==> config.mk <==
export PLATFORM = sky130hd
export DESIGN_NAME = hpc_channel
export DESIGN_NICKNAME = d
export VERILOG_FILES = /design/src/rtl/hpc_pkg.sv /design/src/rtl/hpc_edge_cmp.sv /design/src/rtl/hpc_channel.sv
export VERILOG_INCLUDE_DIRS = /design/src /design/src/rtl
export SDC_FILE = /design/constraint.sdc
export NUM_CORES = 2
export LEC_CHECK = 0
export ABC_AREA = 0
export BUFFER_PORTS_ARGS = -buffer_cell sky130_fd_sc_hd__buf_2
export CAP_MARGIN = 30
export CELL_PAD_IN_SITES_DETAIL_PLACEMENT = 0
export CELL_PAD_IN_SITES_GLOBAL_PLACEMENT = 1
export CORE_ASPECT_RATIO = 1.5
export CORE_MARGIN = 2
export CORE_UTILIZATION = 30
export CTS_CLUSTER_DIAMETER = 100
export DETAILED_ROUTE_END_ITERATION = 16
export PLACE_DENSITY = 0.62
export SETUP_SLACK_MARGIN = 0.2
export SLEW_MARGIN = 25
export SYNTH_ARGS = -nofsm -noshare
export SYNTH_HDL_FRONTEND = slang
export SYNTH_SLANG_ARGS = --single-unit
==> constraint.sdc <==
create_clock -name ref_clk -period 26.2 [get_ports ref_clk]
set_input_delay 2.62 -clock ref_clk [delete_from_list [all_inputs] [get_ports ref_clk]]
set_output_delay 2.62 -clock ref_clk [all_outputs]
set_load 0.01 [all_outputs]
==> src/rtl/hpc_regs.svh <==
`ifndef HPC_REGS_SVH
`define HPC_REGS_SVH

// ----------------------------------------------------------------------
// Register map (word addresses on the plain port)
// ----------------------------------------------------------------------
`define HPC_ADDR_CTRL      4'h0
`define HPC_ADDR_PERIOD    4'h1
`define HPC_ADDR_EV1       4'h2
`define HPC_ADDR_EV2       4'h3
`define HPC_ADDR_EV3       4'h4
`define HPC_ADDR_EV4       4'h5
`define HPC_ADDR_SAMPLE    4'h6
`define HPC_ADDR_PHASE     4'h7
`define HPC_ADDR_SYNCTH    4'h8
`define HPC_ADDR_ADJA      4'h9
`define HPC_ADDR_ADJB      4'hA
`define HPC_ADDR_STATUS    4'hB

// ----------------------------------------------------------------------
// Control register fields
// ----------------------------------------------------------------------
`define HPC_CTRL_EN        0
`define HPC_CTRL_MODE_LO   1
`define HPC_CTRL_MODE_HI   2
`define HPC_CTRL_LOOP      3
`define HPC_CTRL_POLA      4
`define HPC_CTRL_POLB      5
`define HPC_CTRL_RES_LO    6
`define HPC_CTRL_RES_HI    7
`define HPC_CTRL_SUBDIS    8
`define HPC_CTRL_OVS_LO    9
`define HPC_CTRL_OVS_HI    10
`define HPC_CTRL_SLAVE     11

// ----------------------------------------------------------------------
// Widths and reset values
// ----------------------------------------------------------------------
`define HPC_CNT_W          14
`define HPC_EV_W           18
`define HPC_PHASE_BITS     4
`define HPC_ADJ_W          16
`define HPC_CTRL_RST       12'h000
`define HPC_PERIOD_RST     14'h00FF
`define HPC_QUARTER_DIV    2'h3

`endif

==> src/rtl/hpc_pkg.sv <==
package hpc_pkg;

    // Operating modes of the channel
    typedef enum logic [1:0] {
        HPC_MODE_NORMAL   = 2'b00,
        HPC_MODE_PHASE    = 2'b01,
        HPC_MODE_RESONANT = 2'b10,
        HPC_MODE_MULTI    = 2'b11
    } hpc_mode_t;

    // Sub-clock resolution settings
    typedef enum logic [1:0] {
        HPC_RES_16 = 2'b00,
        HPC_RES_8  = 2'b01,
        HPC_RES_4  = 2'b10,
        HPC_RES_2  = 2'b11
    } hpc_res_t;

endpackage : hpc_pkg

==> src/rtl/hpc_edge_cmp.sv <==
`timescale 1ns/1ps
`include "hpc_regs.svh"

// ----------------------------------------------------------------------
// One edge comparator: coarse match plus sub-clock phase select
// ----------------------------------------------------------------------
module hpc_edge_cmp (
    // Clock and reset
    input  wire logic                     ref_clk,
    input  wire logic                     rst_n,
    // Comparison inputs
    input  wire logic [`HPC_CNT_W-1:0]    count,
    input  wire logic [`HPC_EV_W-1:0]     eventVal,
    input  wire logic                     subEn,
    input  wire logic [1:0]               resSel,
    // Match result
    output logic                          hit,
    output logic [`HPC_PHASE_BITS-1:0]    phase
);

    logic                       hit_d;
    logic                       hit_q;
    logic [`HPC_PHASE_BITS-1:0] phase_d;
    logic [`HPC_PHASE_BITS-1:0] phase_q;

    // Compare coarse part, mask phase to the selected resolution
    always_comb begin
        hit_d   = (count == eventVal[`HPC_EV_W-1:`HPC_PHASE_BITS]);
        phase_d = eventVal[`HPC_PHASE_BITS-1:0];
        if (!subEn) begin
            phase_d = 4'h0;
        end else if (resSel == 2'b01) begin
            phase_d = {phase_d[3:1], 1'b0};
        end else if (resSel == 2'b10) begin
            phase_d = {phase_d[3:2], 2'b00};
        end else if (resSel == 2'b11) begin
            phase_d = {phase_d[3], 3'b000};
        end
    end

    // Register the match
    always_ff @(posedge ref_clk) begin
        if (!rst_n) begin
            hit_q   <= 1'b0;
            phase_q <= 4'h0;
        end else begin
            hit_q   <= hit_d;
            phase_q <= phase_d;
        end
    end

    assign hit   = hit_q;
    assign phase = phase_q;

endmodule : hpc_edge_cmp

==> src/rtl/hpc_channel.sv <==
`timescale 1ns/1ps
`include "hpc_regs.svh"

module hpc_channel (
    // Clock and reset
    input  wire logic                     ref_clk,
    input  wire logic                     rst_n,
    // Register port
    input  wire logic [3:0]               regAddr,
    input  wire logic [31:0]              regWdata,
    input  wire logic                     regWr,
    input  wire logic                     regRd,
    output logic [31:0]                   regRdata,
    // Compensator values
    input  wire logic [`HPC_EV_W-1:0]     compDuty,
    input  wire logic [`HPC_CNT_W-1:0]    compPeriod,
    // Sync
    input  wire logic                     syncIn,
    output logic                          syncOut,
    // Error converter trigger and slave start
    output logic                          sampleTrig,
    output logic                          phaseTrig,
    // Switch outputs with sub-clock phase
    output logic                          outA,
    output logic                          outB,
    output logic [`HPC_PHASE_BITS-1:0]    phaseA,
    output logic [`HPC_PHASE_BITS-1:0]    phaseB
);

    localparam int CW = `HPC_CNT_W;
    localparam int EW = `HPC_EV_W;

    // ------------------------------------------------------------------
    // Register file
    // ------------------------------------------------------------------
    logic [11:0]   ctrl_q,    ctrl_d;
    logic [CW-1:0] perShd_q,  perShd_d;
    logic [CW-1:0] ev1_q,     ev1_d;
    logic [EW-1:0] ev2_q,     ev2_d;
    logic [EW-1:0] ev3_q,     ev3_d;
    logic [EW-1:0] ev4_q,     ev4_d;
    logic [11:0]   sample_q,  sample_d;
    logic [CW-1:0] phCnt_q,   phCnt_d;
    logic [CW-1:0] syncTh_q,  syncTh_d;
    logic [15:0]   adjA_q,    adjA_d;
    logic [15:0]   adjB_q,    adjB_d;
    logic [31:0]   rdata_q,   rdata_d;
    // Time base state, declared here because status reads show it
    logic [CW-1:0] cnt_q,     cnt_d;
    logic [CW-1:0] perAct_q,  perAct_d;

    // Next register values; status reads show live counter and active period
    always_comb begin
        ctrl_d   = ctrl_q;
        perShd_d = perShd_q;
        ev1_d    = ev1_q;
        ev2_d    = ev2_q;
        ev3_d    = ev3_q;
        ev4_d    = ev4_q;
        sample_d = sample_q;
        phCnt_d  = phCnt_q;
        syncTh_d = syncTh_q;
        adjA_d   = adjA_q;
        adjB_d   = adjB_q;
        rdata_d  = 32'h0000_0000;
        if (regWr) begin
            if (regAddr == `HPC_ADDR_CTRL) begin
                ctrl_d = regWdata[11:0];
            end else if (regAddr == `HPC_ADDR_PERIOD) begin
                perShd_d = regWdata[CW-1:0];
            end else if (regAddr == `HPC_ADDR_EV1) begin
                ev1_d = regWdata[CW-1:0];
            end else if (regAddr == `HPC_ADDR_EV2) begin
                ev2_d = regWdata[EW-1:0];
            end else if (regAddr == `HPC_ADDR_EV3) begin
                ev3_d = regWdata[EW-1:0];
            end else if (regAddr == `HPC_ADDR_EV4) begin
                ev4_d = regWdata[EW-1:0];
            end else if (regAddr == `HPC_ADDR_SAMPLE) begin
                sample_d = regWdata[11:0];
            end else if (regAddr == `HPC_ADDR_PHASE) begin
                phCnt_d = regWdata[CW-1:0];
            end else if (regAddr == `HPC_ADDR_SYNCTH) begin
                syncTh_d = regWdata[CW-1:0];
            end else if (regAddr == `HPC_ADDR_ADJA) begin
                adjA_d = regWdata[15:0];
            end else if (regAddr == `HPC_ADDR_ADJB) begin
                adjB_d = regWdata[15:0];
            end
        end
        if (regRd) begin
            if (regAddr == `HPC_ADDR_CTRL) begin
                rdata_d = {20'h0_0000, ctrl_q};
            end else if (regAddr == `HPC_ADDR_PERIOD) begin
                rdata_d = {18'h0_0000, perShd_q};
            end else if (regAddr == `HPC_ADDR_EV1) begin
                rdata_d = {18'h0_0000, ev1_q};
            end else if (regAddr == `HPC_ADDR_EV2) begin
                rdata_d = {14'h0000, ev2_q};
            end else if (regAddr == `HPC_ADDR_EV3) begin
                rdata_d = {14'h0000, ev3_q};
            end else if (regAddr == `HPC_ADDR_EV4) begin
                rdata_d = {14'h0000, ev4_q};
            end else if (regAddr == `HPC_ADDR_SAMPLE) begin
                rdata_d = {20'h0_0000, sample_q};
            end else if (regAddr == `HPC_ADDR_PHASE) begin
                rdata_d = {18'h0_0000, phCnt_q};
            end else if (regAddr == `HPC_ADDR_SYNCTH) begin
                rdata_d = {18'h0_0000, syncTh_q};
            end else if (regAddr == `HPC_ADDR_ADJA) begin
                rdata_d = {16'h0000, adjA_q};
            end else if (regAddr == `HPC_ADDR_ADJB) begin
                rdata_d = {16'h0000, adjB_q};
            end else if (regAddr == `HPC_ADDR_STATUS) begin
                rdata_d = {4'h0, perAct_q, cnt_q};
            end
        end
    end

    // Register state
    always_ff @(posedge ref_clk) begin
        if (!rst_n) begin
            ctrl_q   <= `HPC_CTRL_RST;
            perShd_q <= `HPC_PERIOD_RST;
            ev1_q    <= 14'h0000;
            ev2_q    <= 18'h0_0000;
            ev3_q    <= 18'h0_0000;
            ev4_q    <= 18'h0_0000;
            sample_q <= 12'h000;
            phCnt_q  <= 14'h0000;
            syncTh_q <= 14'h0000;
            adjA_q   <= 16'h0000;
            adjB_q   <= 16'h0000;
            rdata_q  <= 32'h0000_0000;
        end else begin
            ctrl_q   <= ctrl_d;
            perShd_q <= perShd_d;
            ev1_q    <= ev1_d;
            ev2_q    <= ev2_d;
            ev3_q    <= ev3_d;
            ev4_q    <= ev4_d;
            sample_q <= sample_d;
            phCnt_q  <= phCnt_d;
            syncTh_q <= syncTh_d;
            adjA_q   <= adjA_d;
            adjB_q   <= adjB_d;
            rdata_q  <= rdata_d;
        end
    end

    assign regRdata = rdata_q;

    // ------------------------------------------------------------------
    // Control fields
    // ------------------------------------------------------------------
    hpc_pkg::hpc_mode_t mode;
    logic               chEn;
    logic               loopEn;
    logic               subEn;
    logic [1:0]         resSel;
    logic [1:0]         ovsSel;
    logic               slaveEn;

    assign mode    = hpc_pkg::hpc_mode_t'(ctrl_q[`HPC_CTRL_MODE_HI:`HPC_CTRL_MODE_LO]);
    assign chEn    = ctrl_q[`HPC_CTRL_EN];
    assign loopEn  = ctrl_q[`HPC_CTRL_LOOP];
    assign subEn   = ~ctrl_q[`HPC_CTRL_SUBDIS];
    assign resSel  = ctrl_q[`HPC_CTRL_RES_HI:`HPC_CTRL_RES_LO];
    assign ovsSel  = ctrl_q[`HPC_CTRL_OVS_HI:`HPC_CTRL_OVS_LO];
    assign slaveEn = ctrl_q[`HPC_CTRL_SLAVE];

    // ------------------------------------------------------------------
    // Effective event positions per mode
    // ------------------------------------------------------------------
    logic [EW-1:0] adjAx, adjBx, e2, e3, e4, dlt32, dltP4;
    logic [CW-1:0] perTgt;
    logic [CW-1:0] phOff;

    // Sign-extended adjusts in 18-bit event units (coarse << 4 | phase)
    assign adjAx = {{2{adjA_q[15]}}, adjA_q};
    assign adjBx = {{2{adjB_q[15]}}, adjB_q};
    assign dlt32 = ev3_q - ev2_q;
    assign dltP4 = {perShd_q, 4'h0} - ev4_q;

    // Position selection per operating mode
    always_comb begin
        e2     = ev2_q;
        e3     = ev3_q;
        e4     = ev4_q;
        perTgt = perShd_q;
        phOff  = 14'h0000;
        case (mode)
            hpc_pkg::HPC_MODE_NORMAL: begin
                if (loopEn) begin
                    e2 = compDuty;
                    e3 = compDuty + dlt32;
                end
                // front dead time from events 4 and 1
                e4 = ev4_q + adjBx;
            end
            hpc_pkg::HPC_MODE_PHASE: begin
                if (loopEn) begin
                    phOff = compDuty[EW-1:4];
                end
                e4 = ev4_q + adjBx;
            end
            hpc_pkg::HPC_MODE_RESONANT: begin
                if (loopEn) begin
                    perTgt = compPeriod;
                    e2     = compDuty;
                    e3     = compDuty + dlt32;
                end
                // event 4 from period gap; adjust A trims period
                perTgt = perTgt + adjA_q[15:4];
                e4     = {perTgt, 4'h0} - dltP4;
            end
            default: begin
                // duty sets both widths, B may wrap
                if (loopEn) begin
                    e2 = {ev1_q, 4'h0} + compDuty;
                    e4 = ev3_q + compDuty;
                end else begin
                    e4 = ev4_q;
                end
                e4 = e4 + adjBx;
            end
        endcase
        if (mode != hpc_pkg::HPC_MODE_RESONANT) begin
            e2 = e2 + adjAx;
        end
    end

    // ------------------------------------------------------------------
    // Time base
    // ------------------------------------------------------------------
    logic          eop;
    logic [1:0]    qdiv_q,   qdiv_d;

    assign eop = (cnt_q >= perAct_q);

    // Counter, shadow transfer and quarter-rate divider
    always_comb begin
        cnt_d    = cnt_q;
        perAct_d = perAct_q;
        qdiv_d   = qdiv_q + 2'h1;
        if (!chEn) begin
            cnt_d  = 14'h0000;
            qdiv_d = 2'h0;
        // sync resets ramp (slave loads phase offset)
        end else if (syncIn) begin
            cnt_d  = slaveEn ? phOff : 14'h0000;
            qdiv_d = 2'h0;
        end else if (eop) begin
            cnt_d    = 14'h0000;
            // shadow to active at end of period
            perAct_d = perTgt;
        end else begin
            cnt_d = cnt_q + 14'h0001;
        end
    end

    // Time base state
    always_ff @(posedge ref_clk) begin
        if (!rst_n) begin
            cnt_q    <= 14'h0000;
            perAct_q <= `HPC_PERIOD_RST;
            qdiv_q   <= 2'h0;
        end else begin
            cnt_q    <= cnt_d;
            perAct_q <= perAct_d;
            qdiv_q   <= qdiv_d;
        end
    end

    // ------------------------------------------------------------------
    // Edge comparators
    // ------------------------------------------------------------------
    logic hit1, hit2, hit3, hit4;
    logic [3:0] ph2, ph3, ph4;

    // event 1 compared at coarse resolution only
    assign hit1 = chEn && (cnt_q == ev1_q);

    // events 2..4 split phase and coarse count
    hpc_edge_cmp uCmp2 (
        .ref_clk  (ref_clk),
        .rst_n    (rst_n),
        .count    (cnt_q),
        .eventVal (e2),
        .subEn    (subEn),
        .resSel   (resSel),
        .hit      (hit2),
        .phase    (ph2)
    );
    hpc_edge_cmp uCmp3 (
        .ref_clk  (ref_clk),
        .rst_n    (rst_n),
        .count    (cnt_q),
        .eventVal (e3),
        .subEn    (subEn),
        .resSel   (resSel),
        .hit      (hit3),
        .phase    (ph3)
    );
    hpc_edge_cmp uCmp4 (
        .ref_clk  (ref_clk),
        .rst_n    (rst_n),
        .count    (cnt_q),
        .eventVal (e4),
        .subEn    (subEn),
        .resSel   (resSel),
        .hit      (hit4),
        .phase    (ph4)
    );

    // ------------------------------------------------------------------
    // Output and trigger generation
    // ------------------------------------------------------------------
    logic       rawA_q, rawA_d, rawB_q, rawB_d, hit1_q;
    logic       outA_q, outA_d, outB_q, outB_d;
    logic [3:0] phA_q, phA_d, phB_q, phB_d;
    logic       sync_q, sync_d, samp_q, samp_d, phtr_q, phtr_d;
    logic [CW-1:0] sampPos;
    logic [CW-1:0] subPer;
    logic [CW-1:0] cntSub;
    logic [CW-1:0] posSub;

    // Sample position is in quarter-rate units; oversampling divides period
    assign sampPos = {sample_q, 2'b00};
    assign subPer  = perAct_q >> ovsSel;
    // Compare in quarter-rate units so each full four-count window meets one divider strobe
    assign cntSub  = cnt_q % (subPer + 14'h0001);
    assign posSub  = sampPos % (subPer + 14'h0001);

    // Edge set/reset, polarity and one-cycle pulses
    always_comb begin
        rawA_d = rawA_q;
        rawB_d = rawB_q;
        phA_d  = phA_q;
        phB_d  = phB_q;
        // rise A, fall A, rise B, fall B; hit1 delayed to align
        if (hit1_q) begin
            rawA_d = 1'b1;
            phA_d  = 4'h0;
        end
        if (hit2) begin
            rawA_d = 1'b0;
            phA_d  = ph2;
        end
        if (hit3) begin
            rawB_d = 1'b1;
            phB_d  = ph3;
        end
        if (hit4) begin
            rawB_d = 1'b0;
            phB_d  = ph4;
        end
        if (!chEn) begin
            rawA_d = 1'b0;
            rawB_d = 1'b0;
        end
        outA_d = rawA_d ^ ctrl_q[`HPC_CTRL_POLA];
        outB_d = rawB_d ^ ctrl_q[`HPC_CTRL_POLB];
        sync_d = chEn && (cnt_q == syncTh_q);
        phtr_d = chEn && (cnt_q == phCnt_q);
        samp_d = 1'b0;
        if (chEn && qdiv_q == `HPC_QUARTER_DIV) begin
            if (ovsSel == 2'b00) begin
                samp_d = (cnt_q[CW-1:2] == sample_q);
            end else begin
                samp_d = (cntSub[CW-1:2] == posSub[CW-1:2]);
            end
        end
    end

    // Output state
    always_ff @(posedge ref_clk) begin
        if (!rst_n) begin
            rawA_q <= 1'b0;
            rawB_q <= 1'b0;
            hit1_q <= 1'b0;
            outA_q <= 1'b0;
            outB_q <= 1'b0;
            phA_q  <= 4'h0;
            phB_q  <= 4'h0;
            sync_q <= 1'b0;
            samp_q <= 1'b0;
            phtr_q <= 1'b0;
        end else begin
            rawA_q <= rawA_d;
            rawB_q <= rawB_d;
            hit1_q <= hit1;
            outA_q <= outA_d;
            outB_q <= outB_d;
            phA_q  <= phA_d;
            phB_q  <= phB_d;
            sync_q <= sync_d;
            samp_q <= samp_d;
            phtr_q <= phtr_d;
        end
    end

    assign outA       = outA_q;
    assign outB       = outB_q;
    assign phaseA     = phA_q;
    assign phaseB     = phB_q;
    assign syncOut    = sync_q;
    assign sampleTrig = samp_q;
    assign phaseTrig  = phtr_q;

endmodule : hpc_channel

==> results_dict.tcl <==
set metrics [dict create \
    relSlewSlack 0.255 \
    die_h_um 394 \
    grt_pass1_wl_um 200000 \
    place_hpwl_um 108000 \
    crit_type "register to register" \
    synthDominantCellAreaShare 0.168 \
    ys.warnings.count 0 \
    pin_count 118 \
    grtUsageTotal 0.253 \
    avgViaCountPerCell 5.37 \
    die_area_um2 104000 \
    syn_area_um2 30400 \
    r2r-start "ctrl_q[9]$_SDFFE_PN0P_" \
    antenna_found_initial 7 \
    start_util 0.301 \
    synth-seq-cells 255 \
    cp.arrival_ps 25910 \
    gr-total-overflow 0 \
    hold_path.class "register to register" \
    yosys.cell_types.count 122 \
    root_buffer "clkbuf_16" \
    yosys-top-cells-count "nand2_1 (627), a21oi_1 (356), ha_1 (340)" \
    crit_start "ctrl_q[9]$_SDFFE_PN0P_" \
    cts.sinks 255 \
    die_width_um 264 \
    drtAntennaViolNets 0 \
    first_global_vias 32700 \
    cpPeakStageDelay_ps 550 \
    hold_buffers 0 \
    clk_latency_ps 630 \
    clock_skew_ps 25.7 \
    startpoint_type "register" \
    nets 5301 \
    grt_max_degree 58 \
    critPathRequiredTime_ps 26760 \
    synth_edf_count 0 \
    maxCapViolCount 0 \
    timing.final.crit_share 0.968 \
    cts.clk_slew.worst_paths_ps 60 \
    fp.coreArea_um2 101000 \
    cp-end-kind "register" \
    clk_path_buf_depth 3 \
    setup_viol 0 \
    cts_inserted_buffers 30 \
    hold_viol_final 0 \
    htree_levels 1 \
    max_freq_mhz 39.4 \
    status "finished clean" \
    synth-async-reset-ratio 0 \
    cp_max_fo 7 \
    rsz0062_at_grt "yes" \
    nFillCells 10600 \
    maxSlewViolCount 0 \
    drive_above_1_share 0.276 \
    cts_tree "done" \
    preCtsSetupSlack_ps -1130 \
    syn_inst 4112 \
    drtIter0Drc 1915 \
    critPathCapture "sampleTrig$_SDFF_PN0_" \
    synth_flop_cell "dfxtp_1" \
    cpMaxStageDelayCell "mux4_2" \
    synth_most_common_cell "nand2_1" \
    fin_ws_ps 851 \
    drt-total-wl_um 137000 \
    regArea_um2 5110 \
    synth_area_leaders "dfxtp_1 (17%), ha_1 (14%), nand2_1 (7.7%)" \
    numPortBuffers 99 \
    multi_input_area_um2 25300 \
    r2r_slack_ps 850 \
    min_period_ps 25350 \
    synth-seq-area-share 0.168 \
    rows 143 \
    place_congestion 0.968 \
    path_common_cell "buf_4" \
    tightest_slew_ps 1110 \
    wl_per_cell_um 22.1 \
    synthToLayoutAreaGrowth_pct 33.9 \
    rr_worst_depth 134 \
    route.detailed.drc 0 \
    yosys.area.top_type "dfxtp_1" \
    syn_avg_cell_area_um2 7.39 \
    dr_total_vias 33200 \
    regToRegEndpoint "sampleTrig$_SDFF_PN0_" \
    dr.pass1.iters 8 \
]
stage by stage:
step	utilization	std cells	TNS, ps	cell area (µm²)	hold slack, ps
final	0.403	6185	0	40700	433
after global routing	0.403	6182	-330	40700	466
after CTS	0.386	6114	0	39000	432
after detailed placement	0.370	6041	-1130	37400	423
after global placement	0.370	6041	-1160	37300	418
after floorplan	-	4115	0	30500	404
routing by layer:
layer,wire (µm),GRT usage,vias up
met5,23,0,-
met4,11100,0.166,4
met3,5320,0.0221,366
met2,70800,0.484,927
met1,49600,0.260,15800
li1,-,-,16100
timing repair:
action / CTS / global route
pin swaps: 34 / 173
gates resized for setup: 99 / 240
endpoints found under the setup margin: 1 / 1
setup buffers: 18 / 64
cloned: 0 / 1
placed cells by master (no fill, tap or decap), drive strengths merged, types with 71 or more instances in the layout:
| cell type | n |
|---|---|
| dfxtp | 255 |
| xor2 | 109 |
| inv | 207 |
| nand2 | 628 |
| nor3 | 106 |
| ha | 340 |
| a21boi | 73 |
| xnor2 | 239 |
| o21a | 71 |
| nor2 | 303 |
| a21oi | 362 |
| buf | 919 |
| o21ai | 236 |
worst min path at each step:
stage / start / to / slack (ps) / depth (start not counted)
2_1_floorplan: qdiv_q[0]$_SDFF_PP0_ / qdiv_q[0]$_SDFF_PP0_ / 400 / 1
3_3_place_gp: qdiv_q[0]$_SDFF_PP0_ / qdiv_q[0]$_SDFF_PP0_ / 420 / 1
3_5_place_dp: qdiv_q[0]$_SDFF_PP0_ / qdiv_q[0]$_SDFF_PP0_ / 420 / 1
4_1_cts: qdiv_q[0]$_SDFF_PP0_ / qdiv_q[0]$_SDFF_PP0_ / 430 / 1
5_1_grt: qdiv_q[0]$_SDFF_PP0_ / qdiv_q[0]$_SDFF_PP0_ / 470 / 1
6_report: qdiv_q[0]$_SDFF_PP0_ / qdiv_q[0]$_SDFF_PP0_ / 430 / 1
area by class of cell:
cell class,instances,area share
clock inverter,14,0.00449
antenna,4,0.000246
sequential,255,0.126
clock buffer,41,0.0212
inverter,207,0.0192
tap,1305,0.0401
multi-input combinational,3438,0.621
timing repair buffer,921,0.168
state kept, by name, summed over array words and instances, names as in the netlist, 4 cells and up:
| signal | flops |
|---|---|
| cnt_q | 14 |
| sample_q | 12 |
| uCmp4.phase | 4 |
| uCmp3.phase | 4 |
| perAct_q | 14 |
| perShd_q | 14 |
| ev4_q | 18 |
| ev2_q | 18 |
| phaseA | 4 |
| phaseB | 4 |
| regRdata | 28 |
| uCmp2.phase | 4 |
| phCnt_q | 14 |
| ev1_q | 14 |
| adjB_q | 16 |
| adjA_q | 16 |
| ev3_q | 18 |
| ctrl_q | 12 |
| syncTh_q | 14 |
kinds of logic after synthesis:
group,Yosys count,share of synthesized area
AND/OR/NAND/NOR,1408,0.212
AO/OA/AOI/OAI,1188,0.257
buffers and inverters,422,0.0553
adder cells (fa/ha/maj),375,0.163
XOR/XNOR,349,0.101
flip-flops,255,0.168
multiplexers,114,0.0440
other,1,0.000123
critical path, delay by kind of cell, from the launching register on:
family          cells  cell delay [ps]
compound gates     52             9420
simple gates       41             7260
fa+ha+maj          14             3990
buf+inv            22             2850
mux                 4             1260
flops               1              380
xor+xnor            1              140
Power is left out: the tool's default activity adds up to more than one toggle a clock period on the data nets, which glitch-free logic cannot reach.
